--- config.mk ---
export PLATFORM = sky130hd
export DESIGN_NAME = fractional_clock_generators
export DESIGN_NICKNAME = d
export VERILOG_FILES = /design/src/hw/clock_generators_pkg.sv /design/src/hw/fractional_clock_generators.sv
export VERILOG_INCLUDE_DIRS = /design/src /design/src/hw
export SDC_FILE = /design/constraint.sdc
export NUM_CORES = 1
export LEC_CHECK = 0
export BUFFER_PORTS_ARGS = -buffer_cell sky130_fd_sc_hd__clkbuf_2
export CAP_MARGIN = 20
export CORE_AREA = 2 2 150 152
export CTS_CLUSTER_SIZE = 24
export DETAILED_ROUTE_END_ITERATION = 6
export DIE_AREA = 0 0 152 154
export SYNTH_ARGS = -nofsm -noshare
export SYNTH_HDL_FRONTEND = slang
export SYNTH_SLANG_ARGS = --single-unit
--- constraint.sdc ---
create_clock -name clk_sys_i -period 4.9 [get_ports clk_sys_i]
set_input_delay 0.49 -clock clk_sys_i [delete_from_list [all_inputs] [get_ports clk_sys_i]]
set_output_delay 0.49 -clock clk_sys_i [all_outputs]
set_load 0.05 [all_outputs]
--- src/hw/clock_generators_regs.svh ---
// register indices, field positions, reset values, pin codes and the external divisor
// for the fractional clock generator block.
// assumes: included by bare name; the byte address is four times an index.
`ifndef CLOCK_GENERATORS_REGS_SVH
`define CLOCK_GENERATORS_REGS_SVH

// -----------------------------------------------------------------------
// register indices (byte address = index * 4)
// -----------------------------------------------------------------------
`define CG_IDX_GEN1_DEN   18'h0f020
`define CG_IDX_GEN1_NUM   18'h0f021
`define CG_IDX_GEN2_DEN   18'h0f022
`define CG_IDX_GEN2_NUM   18'h0f023
`define CG_IDX_GEN3_SRC   18'h0f024
`define CG_IDX_GEN3_NUM   18'h0f025
`define CG_IDX_GEN3_DEN   18'h0f026
`define CG_IDX_GEN3_COUNT 18'h0f027

// -----------------------------------------------------------------------
// field positions and widths
// -----------------------------------------------------------------------
`define CG_RATIO_W        9
`define CG_SRC_EXT_BIT    4
`define CG_SRC_PIN_MSB    3
`define CG_ACC_W          11

// -----------------------------------------------------------------------
// reset values
// -----------------------------------------------------------------------
`define CG_RST_GEN1_DEN   9'h006
`define CG_RST_GEN1_NUM   9'h001
`define CG_RST_GEN2_DEN   9'h009
`define CG_RST_GEN2_NUM   9'h001
`define CG_RST_GEN3_NUM   9'h001
`define CG_RST_GEN3_DEN   9'h001
`define CG_RST_SRC_EXT    1'h0
`define CG_RST_SRC_PIN    4'he

// -----------------------------------------------------------------------
// pin codes and the fixed external divisor
// -----------------------------------------------------------------------
`define CG_PIN_MASTER_SEL 4'h0
`define CG_PIN_SPDIF      4'he
`define CG_EXT_DIVISOR    11'h400

`endif

--- src/hw/clock_generators_pkg.sv ---
// types shared by the fractional clock generator block.
// assumes: constants come from clock_generators_regs.svh.
package clock_generators_pkg;

    // bus answer phase; gray codes along idle, wait, done
    typedef enum logic [1:0] {
        APB_IDLE = 2'b00,
        APB_WAIT = 2'b01,
        APB_DONE = 2'b11
    } apb_state_t;

    // one generator's ratio
    typedef struct packed {
        logic [8:0] num;
        logic [8:0] den;
    } gen_cfg_t;

    // generator three's reference choice
    typedef struct packed {
        logic       ext;
        logic [3:0] pin;
    } gen3_src_t;

endpackage : clock_generators_pkg

--- src/hw/fractional_clock_generators.sv ---
// apb register block and three fractional rate generators.
// assumes: pll_ref_tick_i is one pulse per pll reference period, and pin
// inputs are synchronous to clk_sys_i.
//
// The APB register port was left to the implementer.
`timescale 1ns/10ps
`include "clock_generators_regs.svh"

module fractional_clock_generators #(
    parameter int NUM_PINS = 14
) (
    // clock and reset
    input  wire logic                clk_sys_i,
    input  wire logic                resetn_i,
    // apb slave
    input  wire logic                psel_i,
    input  wire logic                penable_i,
    input  wire logic                pwrite_i,
    input  wire logic [19:0]         paddr_i,
    input  wire logic [31:0]         pwdata_i,
    input  wire logic [3:0]          pstrb_i,
    output logic      [31:0]         prdata_o,
    output logic                     pready_o,
    output logic                     pslverr_o,
    // references
    input  wire logic                pll_ref_tick_i,
    input  wire logic [NUM_PINS-1:0] mp_pins_i,
    input  wire logic                spdif_ref_i,
    // generated rate ticks, one per output period
    output logic      [2:0]          gen_tick_o
);

    // -------------------------------------------------------------------
    // decode helpers
    // -------------------------------------------------------------------

    // true when the address selects the given register index
    function automatic logic hit(input logic [19:0] addr,
                                 input logic [17:0] idx);
        hit = (addr[19:2] == idx);
    endfunction : hit

    // merge write data into a nine-bit field by byte lane
    function automatic logic [8:0] merge9(input logic [8:0]  old,
                                          input logic [31:0] wd,
                                          input logic [3:0]  strb);
        logic [8:0] r;
        r = old;
        if (strb[0]) begin
            r[7:0] = wd[7:0];
        end
        if (strb[1]) begin
            r[8] = wd[8];
        end
        merge9 = r;
    endfunction : merge9

    // one reference edge of a fractional divider: {tick, accumulator}
    function automatic logic [11:0] gen_step(
        input logic [10:0] acc,
        input logic [8:0]  num,
        input logic [10:0] den
    );
        logic [11:0] sum;
        sum = {1'b0, acc} + {3'h0, num};
        if (den == 11'h000) begin
            gen_step = {1'b0, acc};
        end else if (sum >= {den, 1'b0}) begin
            // remainder would stay at or above m (n above m, or m just
            // lowered): restart so the accumulator never runs away
            gen_step = {1'b1, 11'h000};
        end else if (sum >= {1'b0, den}) begin
            gen_step = {1'b1, 11'(sum - {1'b0, den})};
        end else begin
            gen_step = {1'b0, sum[10:0]};
        end
    endfunction : gen_step

    // -------------------------------------------------------------------
    // state
    // -------------------------------------------------------------------
    clock_generators_pkg::apb_state_t apb_state;
    clock_generators_pkg::apb_state_t next_apb_state;
    clock_generators_pkg::gen_cfg_t   cfg [3];
    clock_generators_pkg::gen_cfg_t   next_cfg [3];
    clock_generators_pkg::gen3_src_t  src;
    clock_generators_pkg::gen3_src_t  next_src;
    logic [15:0]                      gen3_count;
    logic [15:0]                      next_gen3_count;
    logic [31:0]                      next_prdata;
    logic                             next_pready;
    logic                             next_pslverr;
    logic                             wr_en;
    logic                             mapped;
    logic                             ref_level;
    logic                             ref_prev;
    logic                             gen3_edge;
    logic [10:0]                      acc [3];
    logic [10:0]                      next_acc [3];
    logic [10:0]                      eff_den [3];
    logic [2:0]                       ref_tick;
    logic [2:0]                       next_tick;

    // -------------------------------------------------------------------
    // apb access
    // -------------------------------------------------------------------

    // address map check
    always_comb begin
        mapped = hit(paddr_i, `CG_IDX_GEN1_DEN)
               | hit(paddr_i, `CG_IDX_GEN1_NUM)
               | hit(paddr_i, `CG_IDX_GEN2_DEN)
               | hit(paddr_i, `CG_IDX_GEN2_NUM)
               | hit(paddr_i, `CG_IDX_GEN3_SRC)
               | hit(paddr_i, `CG_IDX_GEN3_NUM)
               | hit(paddr_i, `CG_IDX_GEN3_DEN)
               | hit(paddr_i, `CG_IDX_GEN3_COUNT);
        wr_en  = psel_i & penable_i & pready_o & pwrite_i & mapped;
    end

    // answer two cycles into the access phase, then release
    always_comb begin
        next_apb_state = apb_state;
        next_pready    = 1'b0;
        next_pslverr   = 1'b0;
        next_prdata    = 32'h0000_0000;
        case (apb_state)
            clock_generators_pkg::APB_IDLE: begin
                if (psel_i && penable_i) begin
                    next_apb_state = clock_generators_pkg::APB_WAIT;
                end
            end
            clock_generators_pkg::APB_WAIT: begin
                next_apb_state = clock_generators_pkg::APB_DONE;
                next_pready    = 1'b1;
                next_pslverr   = ~mapped;
                case (1'b1)
                    hit(paddr_i, `CG_IDX_GEN1_DEN):
                        next_prdata[8:0] = cfg[0].den;
                    hit(paddr_i, `CG_IDX_GEN1_NUM):
                        next_prdata[8:0] = cfg[0].num;
                    hit(paddr_i, `CG_IDX_GEN2_DEN):
                        next_prdata[8:0] = cfg[1].den;
                    hit(paddr_i, `CG_IDX_GEN2_NUM):
                        next_prdata[8:0] = cfg[1].num;
                    hit(paddr_i, `CG_IDX_GEN3_SRC):
                        next_prdata[4:0] = src;
                    hit(paddr_i, `CG_IDX_GEN3_NUM):
                        next_prdata[8:0] = cfg[2].num;
                    hit(paddr_i, `CG_IDX_GEN3_DEN):
                        next_prdata[8:0] = cfg[2].den;
                    hit(paddr_i, `CG_IDX_GEN3_COUNT):
                        next_prdata[15:0] = gen3_count;
                    default: next_prdata = 32'h0000_0000;
                endcase
            end
            clock_generators_pkg::APB_DONE: begin
                next_apb_state = clock_generators_pkg::APB_IDLE;
            end
            default: begin
                next_apb_state = clock_generators_pkg::APB_IDLE;
            end
        endcase
    end

    // register writes; upper reserved bits are not stored and read zero
    always_comb begin
        next_cfg = cfg;
        next_src = src;
        if (wr_en) begin
            if (hit(paddr_i, `CG_IDX_GEN1_DEN)) begin
                next_cfg[0].den = merge9(cfg[0].den, pwdata_i, pstrb_i);
            end
            if (hit(paddr_i, `CG_IDX_GEN1_NUM)) begin
                next_cfg[0].num = merge9(cfg[0].num, pwdata_i, pstrb_i);
            end
            if (hit(paddr_i, `CG_IDX_GEN2_DEN)) begin
                next_cfg[1].den = merge9(cfg[1].den, pwdata_i, pstrb_i);
            end
            if (hit(paddr_i, `CG_IDX_GEN2_NUM)) begin
                next_cfg[1].num = merge9(cfg[1].num, pwdata_i, pstrb_i);
            end
            if (hit(paddr_i, `CG_IDX_GEN3_NUM)) begin
                next_cfg[2].num = merge9(cfg[2].num, pwdata_i, pstrb_i);
            end
            if (hit(paddr_i, `CG_IDX_GEN3_DEN)) begin
                next_cfg[2].den = merge9(cfg[2].den, pwdata_i, pstrb_i);
            end
            if (hit(paddr_i, `CG_IDX_GEN3_SRC) && pstrb_i[0]) begin
                next_src.ext = pwdata_i[`CG_SRC_EXT_BIT];
                next_src.pin = pwdata_i[`CG_SRC_PIN_MSB:0];
            end
        end
    end

    // bus and configuration registers
    always_ff @(posedge clk_sys_i) begin
        if (!resetn_i) begin
            apb_state  <= clock_generators_pkg::APB_IDLE;
            pready_o   <= 1'b0;
            pslverr_o  <= 1'b0;
            prdata_o   <= 32'h0000_0000;
            cfg[0]     <= {`CG_RST_GEN1_NUM, `CG_RST_GEN1_DEN};
            cfg[1]     <= {`CG_RST_GEN2_NUM, `CG_RST_GEN2_DEN};
            cfg[2]     <= {`CG_RST_GEN3_NUM, `CG_RST_GEN3_DEN};
            src        <= {`CG_RST_SRC_EXT, `CG_RST_SRC_PIN};
        end else begin
            apb_state  <= next_apb_state;
            pready_o   <= next_pready;
            pslverr_o  <= next_pslverr;
            prdata_o   <= next_prdata;
            cfg        <= next_cfg;
            src        <= next_src;
        end
    end

    // -------------------------------------------------------------------
    // generator three reference selection
    // -------------------------------------------------------------------

    // pick the reference pin; 1110 selects s/pdif, other codes past the pins give a low level
    always_comb begin
        ref_level = 1'b0;
        if (src.pin == `CG_PIN_SPDIF) begin
            ref_level = spdif_ref_i;
        end else if (32'(src.pin) < NUM_PINS) begin
            ref_level = mp_pins_i[src.pin];
        end
        gen3_edge = src.ext ? (ref_level & ~ref_prev) : pll_ref_tick_i;
    end

    // -------------------------------------------------------------------
    // fractional dividers
    // -------------------------------------------------------------------

    // references and effective denominators of each generator
    always_comb begin
        ref_tick   = {gen3_edge, pll_ref_tick_i, pll_ref_tick_i};
        eff_den[0] = {2'b00, cfg[0].den};
        eff_den[1] = {2'b00, cfg[1].den};
        eff_den[2] = src.ext ? `CG_EXT_DIVISOR
                             : {2'b00, cfg[2].den};
    end

    // one accumulator step per reference edge; at most one tick per edge
    for (genvar g = 0; g < 3; g++) begin : g_div
        always_comb begin
            logic [11:0] step;
            step        = gen_step(acc[g], cfg[g].num, eff_den[g]);
            next_acc[g] = acc[g];
            next_tick[g] = 1'b0;
            if (ref_tick[g]) begin
                next_acc[g]  = step[10:0];
                next_tick[g] = step[11];
            end
        end
    end

    // count generator three output ticks for software
    always_comb begin
        next_gen3_count = gen3_count + {15'h0000, next_tick[2]};
    end

    // divider registers
    always_ff @(posedge clk_sys_i) begin
        if (!resetn_i) begin
            acc[0]     <= 11'h000;
            acc[1]     <= 11'h000;
            acc[2]     <= 11'h000;
            gen_tick_o <= 3'h0;
            ref_prev   <= 1'b0;
            gen3_count <= 16'h0000;
        end else begin
            acc        <= next_acc;
            gen_tick_o <= next_tick;
            ref_prev   <= ref_level;
            gen3_count <= next_gen3_count;
        end
    end

    // -------------------------------------------------------------------
    // checks
    // -------------------------------------------------------------------

    chk_gen1_den_reset: assert property (
        @(posedge clk_sys_i) disable iff (!resetn_i)
        $rose(resetn_i) |-> cfg[0].den == 9'h006)
        else $error("generator one denominator reset wrong");

    chk_gen1_num_write: assert property (
        @(posedge clk_sys_i) disable iff (!resetn_i)
        (wr_en && hit(paddr_i, `CG_IDX_GEN1_NUM) && pstrb_i[1:0] == 2'b11)
        |=> cfg[0].num == $past(pwdata_i[8:0]) ##2 prdata_o[31:9] == 23'h0)
        else $error("generator one numerator write lost");

    chk_gen2_den_reset: assert property (
        @(posedge clk_sys_i) disable iff (!resetn_i)
        $rose(resetn_i) |-> cfg[1].den == 9'h009 && src.ext == 1'b0)
        else $error("generator two denominator reset wrong");

    chk_pll_ref_path: assert property (
        @(posedge clk_sys_i) disable iff (!resetn_i)
        (!src.ext && !pll_ref_tick_i) |=> $stable(acc[2]))
        else $error("generator three moved without a pll pulse");

    chk_pll_ratio_den: assert property (
        @(posedge clk_sys_i) disable iff (!resetn_i)
        (!src.ext && pll_ref_tick_i && cfg[2].den != 9'h000)
        |=> acc[2] < {2'b00, $past(cfg[2].den)})
        else $error("generator three accumulator past denominator");

    chk_ext_divisor: assert property (
        @(posedge clk_sys_i) disable iff (!resetn_i)
        src.ext |-> eff_den[2] == 11'h400 ##1 acc[2] < 11'h400)
        else $error("external divisor not 1024");

    chk_pin_select: assert property (
        @(posedge clk_sys_i) disable iff (!resetn_i)
        (src.ext && src.pin < 4'he && 32'(src.pin) < NUM_PINS)
        |-> ref_level == mp_pins_i[src.pin])
        else $error("wrong reference pin");

    chk_pin_code_zero: assert property (
        @(posedge clk_sys_i) disable iff (!resetn_i)
        ($rose(resetn_i) |-> src.pin == 4'he)
        and (src.pin == 4'h0 |-> ref_level == mp_pins_i[0]))
        else $error("pin code reset or code zero wrong");

    chk_spdif_select: assert property (
        @(posedge clk_sys_i) disable iff (!resetn_i)
        (src.ext && src.pin == 4'he && spdif_ref_i && !ref_prev)
        |-> gen3_edge)
        else $error("s/pdif edge not taken");

endmodule : fractional_clock_generators

# Word-level counts from Yosys, hierarchy flattened
# Cells that the tools add are included.
word_totals:
  out_inout_bits: 37
  memories: 0
  latchBits: 0
  input_bits: 77
  wordCells: 134
  reg_bits: 148
  mem_bits_rw: 0
  romBits: 0
classes:
  n_bitwise: 21
  muxes: 33
  n_lt_le_gt_ge: 8
  n_reduce_logical: 26
  multipliers: 0
  div_mod_pow: 0
  eq_ne: 11
  shift: 0
  n_addsub: 7
op_table:
  columns: ["op", "n"]
  rows:
  - ["$eq 18x16->1 const B", 8]
  - ["$mux 12", 7]
  - ["$mux 5", 8]
  - ["$add 11x9->12", 3]
  - ["$reduce_and 3->1", 12]
  - ["$logic_not 11->1", 3]
  - ["$mux 4", 8]
  - ["$ge 12x10->1", 2]
  - ["$ge 12x9->1", 2]
  - ["$sub 11x9->11", 2]
  - ["$add 16x1->16", 1]
  - ["$ge 12x11->1", 1]
  - ["$ge 12x12->1", 1]
  - ["$mux 11", 1]
  - ["$sub 11x11->11", 1]
  - ["$reduce_and 2->1", 5]
  - ["$reduce_or 10->1", 1]
  - ["$not 1->1", 9]
  - ["$or 1x1->1", 7]
  - ["$mux 1", 6]
  - ["$reduce_or 3->1", 2]
  - ["$and 1x1->1", 5]
  - ["$lt 4x5->1 const B", 1]
  - ["$bmux 1 s4", 1]
  - ["8 further kinds", 9]

# Longest topological paths before layout
logic_depth:
  ltp_word: 10
  mapped_depth: 23
  mapped_depth_nobuf: 21

# Least setup slack after synthesis
# No wires, ideal clock.
synth_path:
  path_kind: "register -> register"
  from: "register cfg[9] in the netlist's numbering"
  to: "register gen3_count[10]"
  path_stages_with_launch: 23
  t_arrival_ns: 3.992
  setup_time_ns: 0.115
  period_less_slack_ns: 4.106
  setup_slack_ns: 0.794
  required_ns: 4.785
  n_path_buf: 2
  cell_sequence: "dfxtp_1 > ha_1 > fa_1 > a211oi_1 > o21bai_1 > a211oi_1 > nor2_1 > xnor2_1 > inv_1 > ha_1 > or2_2 > o21ai_0 > nand2b_1 > buf_2 > nor2_1 > nor2b_1 > ha_1 > ha_1 > and2_1 > clkbuf_1 > nand3_1 > xnor2_1 > and2_1"
synth_via:
  elab_chain_len: 7
  word_cells_on_any_way: 8
  cone_classes: "add/sub (2); order compare (2); mux (4)"
synth_rtl:
  columns: ["item", "line_no", "rtl"]
  rows:
  - ["start, declared", "fractional_clock_generators.sv:84", "clock_generators_pkg::gen_cfg_t cfg [3];"]
  - ["start signal, assigned", "fractional_clock_generators.sv:212", "cfg <= next_cfg;"]
  - ["$add 11x9->12 (*)", "fractional_clock_generators.sv:65", "sum = {1'b0, acc} + {3'h0, num};"]
  - ["$ge 12x11->1", "fractional_clock_generators.sv:72", "end else if (sum >= {1'b0, den}) begin"]
  - ["$mux 12", "fractional_clock_generators.sv:72", null]
  - ["$mux 12 (*)", "fractional_clock_generators.sv:68", "end else if (sum >= {den, 1'b0}) begin"]
  - ["$mux 12 (*)", "fractional_clock_generators.sv:66", "if (den == 11'h000) begin"]
  - ["$mux 1 (*)", "fractional_clock_generators.sv:252", "if (ref_tick[g]) begin"]
  - ["via next_tick[2]", "fractional_clock_generators.sv:102", "logic [2:0] next_tick;"]
  - ["$add 16x1->16 (*)", "fractional_clock_generators.sv:261", "next_gen3_count = gen3_count + {15'h0000, next_tick[2]};"]
  - ["end signal, assigned", "fractional_clock_generators.sv:277", "gen3_count <= next_gen3_count;"]
  - ["end, declared", "fractional_clock_generators.sv:88", "logic [15:0] gen3_count;"]
# Mark *: on every way through the listed nets, which the timed path passes. The rest lies on a longest branch.
# A chain may end at the register's enable or synchronous reset.

# Final worst setup path
# Same ends and word-level chain as after synthesis.

==> impl_metrics.json <==
{
  "end_kind": "register",
  "cts_max_level": 4,
  "std_cell_rows": 54,
  "reg2reg_slack_ps": 510,
  "min_from": "pstrb_i[1]",
  "critPathMostFrequentCell": "ha_1",
  "antenna_left": 0,
  "post-cts-setup-buffers": 0,
  "io_buffer_count": 70,
  "synth-edff-count": 0,
  "synth_compound_area_share_pct": 15.2,
  "crit_type": "register to register",
  "reg2regPathDepth": 20,
  "holdWs_ps": 362,
  "final_core_util_pct": 46.9,
  "post_cts_resized": 0,
  "grt_use_met3_pct": 3.47,
  "cp_data_arrival_time_ps": 4740,
  "rsz0062_at_grt": "no",
  "cp_slowest_cell": "fa_1",
  "globalplace.congestion": 0.817,
  "r2r_end": "gen3_count[10]",
  "synth-seq-cells": 132,
  "timing.rr.start": "cfg[9]",
  "grt_pass1_wl_um": 37000,
  "die_w_um": 152,
  "fin_area_um2": 10200,
  "synth_xor_area_share_pct": 5.56,
  "dpl_cell_area_um2": 9540,
  "cts_inserted_buffers": 17,
  "seq_area_frac_synth_pct": 29.5,
  "hold_end": "cfg[44]",
  "whs_path_depth": 3,
  "hold_viol_final": 0,
  "core_um2": 21700,
  "antenna_found_initial": 0,
  "die_y_um": 154,
  "synth_top_family_by_area": "simple AND/OR/NAND/NOR gates",
  "clock_latency_ps": 440,
  "drtIter0Drc": 448,
  "drc": 0,
  "hp-class": "input pin to register",
  "path_clk_slew_ps": 70,
  "dp_hpwl_um": 17400,
  "drt-pass1-iter-count": 5,
  "syn_to_final_growth_pct": 13.3,
  "fin_crit_ps": 4390,
  "finalNonFillerCells": 1374,
  "ys_types": 63,
  "synthCells": 1019,
  "grtUsageMet1_pct": 26.8,
  "grt_pass1_vias": 7047,
  "placed_cells": 1342,
  "irDropWorstVdd_v": 0.000210,
  "path_max_fanout": 6,
  "place_ws_ps": 512,
  "ys_warn_count": 0,
  "outcome": "finished, final reports clean",
  "cp.required_ps": 5240,
  "path_cells": "ha_1, fa_1, a211oi_1, o21bai_1, a211oi_1, nor2_1, xnor2_1, inv_1, ha_1, or2_2, o21ai_0, nand2b_1, nor2_1, nor2b_1, ha_1, ha_1, and2_1, nand3_1, xnor2_1, and2_1",
  "cts_tree": "yes",
  "grt_usage_pct": 19.7,
  "slowest_delay_ps": 440,
  "synth_fa_ha_area_share_pct": 13.2,
  "syn_avg_cell_area_um2": 8.80,
  "num_vias": 7390,
  "cp_num_cells": 20,
  "antenna_cells": 0,
  "avgRoutedWirePerCell_um": 16.6,
  "met2_usage_pct": 32.0,
  "synth_area_um2": 8970,
  "max-slew-margin-rel_pct": 28.8,
  "fin_nets": 1249,
  "ctsHoldBuffers": 0,
  "grt.busiest_layer": "met2",
  "drive_gt1_share_pct": 13.5,
  "clk_path_buf_depth": 2,
  "max_freq_mhz": 228,
  "setup_violations": 0,
  "vias_per_cell": 5.38,
  "root_buffer": "clkbuf_16",
  "finClkSkew_ps": 12.2,
  "crit_family": "adder cells",
  "fin_crit_sh_pct": 89.6,
  "synthArstFlopShare_pct": 0,
  "cp-start-kind": "register",
  "finalMaxSlewViolations": 0,
  "worst_pin_slew_ps": 1070,
  "grt_overflow": 0,
  "routed_wl_um": 22800,
  "io_pins": 114,
  "fin_tns_setup_ps": 0,
  "initial_utilization_pct": 41.4,
  "p_per_area_nw_per_um2": 422,
  "setup_ws_ps": 508,
  "power_leakage_nw": 4.39,
  "critPathBufInv": 1,
  "finalPower_mw": 4.28,
  "cts.sinks": 132,
  "ys.flop_type": "dfxtp_1",
  "cap_violations": 0,
  "synth-simple-area-share_pct": 19.4,
  "synth_mux_area_share_pct": 12.6,
  "die_area_um2": 23400,
  "grt_max_degree": 39
}
cell type report:
cell class	count	area, um^2
clock buffers	17	425
repair buffers	77	403
flip-flops and latches	132	2640
inverters	42	158
fillers	2103	11500
multi-input cells	811	5980
clock inverters	15	199
well taps	280	350
metal layers:
metal / vias up / share of wire, %
li1: 3743 / -
met1: 3470 / 49
met2: 153 / 46
met3: 24 / 3.8
met4: 0 / 1.3
met5: - / 0
flip-flops by register name (all words and copies together) (netlist names):
| name | count |
|---|---|
| gen3_count | 16 |
| acc | 33 |
| gen_tick_o | 3 |
| ref_prev | 1 |
| pslverr_o | 1 |
| prdata_o | 16 |
| cfg | 54 |
| apb_state | 2 |
| src | 5 |
| pready_o | 1 |
power by group:
| part | internal, mW | leakage, nW | total, mW | switching [mW] |
|---|---|---|---|---|
| sequential | 1.15 | 1.07 | 1.20 | 0.0467 |
| combinational | 0.780 | 3.01 | 1.72 | 0.938 |
| clock | 0.785 | 0.310 | 1.37 | 0.585 |
| total | 2.72 | 4.39 | 4.28 | 1.57 |
worst min-delay path, stage by stage:
cell	delay, ps
clkbuf_2	100
nand4_1	70
a21boi_0	90
cell usage after synthesis (4+ instances only):
master    count  area share [%]
o22ai_1       5            0.35
clkbuf_1     26             1.1
a21oi_1      41             2.3
o21ai_0      62             3.5
dfxtp_1     132              29
buf_4        16             1.3
a22oi_1       5            0.42
xor2_1       16             1.6
a21o_1       13             1.1
and3_1        6            0.42
a21boi_0     24             2.0
inv_1        41             1.7
and2_1       28             2.0
a211oi_1      5            0.42
nand2_1     108             4.5
nor2_1       47             2.0
o21bai_1     10            0.84
or2_2         6            0.42
mux2_2       10             1.3
a31oi_1       6            0.42
fa_1          6             1.3
a41oi_1       5            0.49
nor4_1        5            0.35
xnor2_1      41             4.0
mux2i_1      72             8.0
o211ai_1     13             1.1
buf_2         4            0.22
o21a_1        7            0.59
ha_1         85              12
mux4_2       13             3.3
nor3_1        9            0.50
nand4_1       8            0.56
nand2b_1     10            0.70
nand3b_1      5            0.42
nand3_1      36             2.0
nor2b_1      52             3.6
o31ai_1       5            0.42
cell usage in the layout, fill, tap and decap left out, types with 16 or more instances in the layout:
cell and n:
clkbuf_16 17, xor2_1 16, and2_1 28, inv_1 41, ha_1 85, xnor2_1 41, mux2i_1 72, clkbuf_2 70
nor2_1 47, nand3_1 36, a21oi_1 41, nand2_1 108, a21boi_0 24, dfxtp_1 132, o21ai_0 62, conb_1 16
nor2b_1 52
cell families (layout without fill, tap and decap cells):
family | count (synthesis) | count (layout)
XOR/XNOR | 57 | 57
flip-flops | 132 | 132
AND/OR/NAND/NOR | 338 | 338
adder cells (fa/ha/maj) | 91 | 91
multiplexers | 95 | 95
AO/OA/AOI/OAI | 214 | 214
other | 1 | 16
buffers and inverters | 91 | 151
how the worst max path moves through the flow:
stage | endpoint | startpoint | slack (ps)
floorplan | gen3_count[10] | cfg[9] | 790
global placement | gen3_count[10] | cfg[9] | 570
detailed placement | gen3_count[10] | cfg[9] | 510
CTS | gen3_count[10] | cfg[9] | 490
global route | gen3_count[10] | cfg[9] | 120
finish | gen3_count[10] | cfg[9] | 510
No activity file was read; power rests on OpenSTA's default activity.
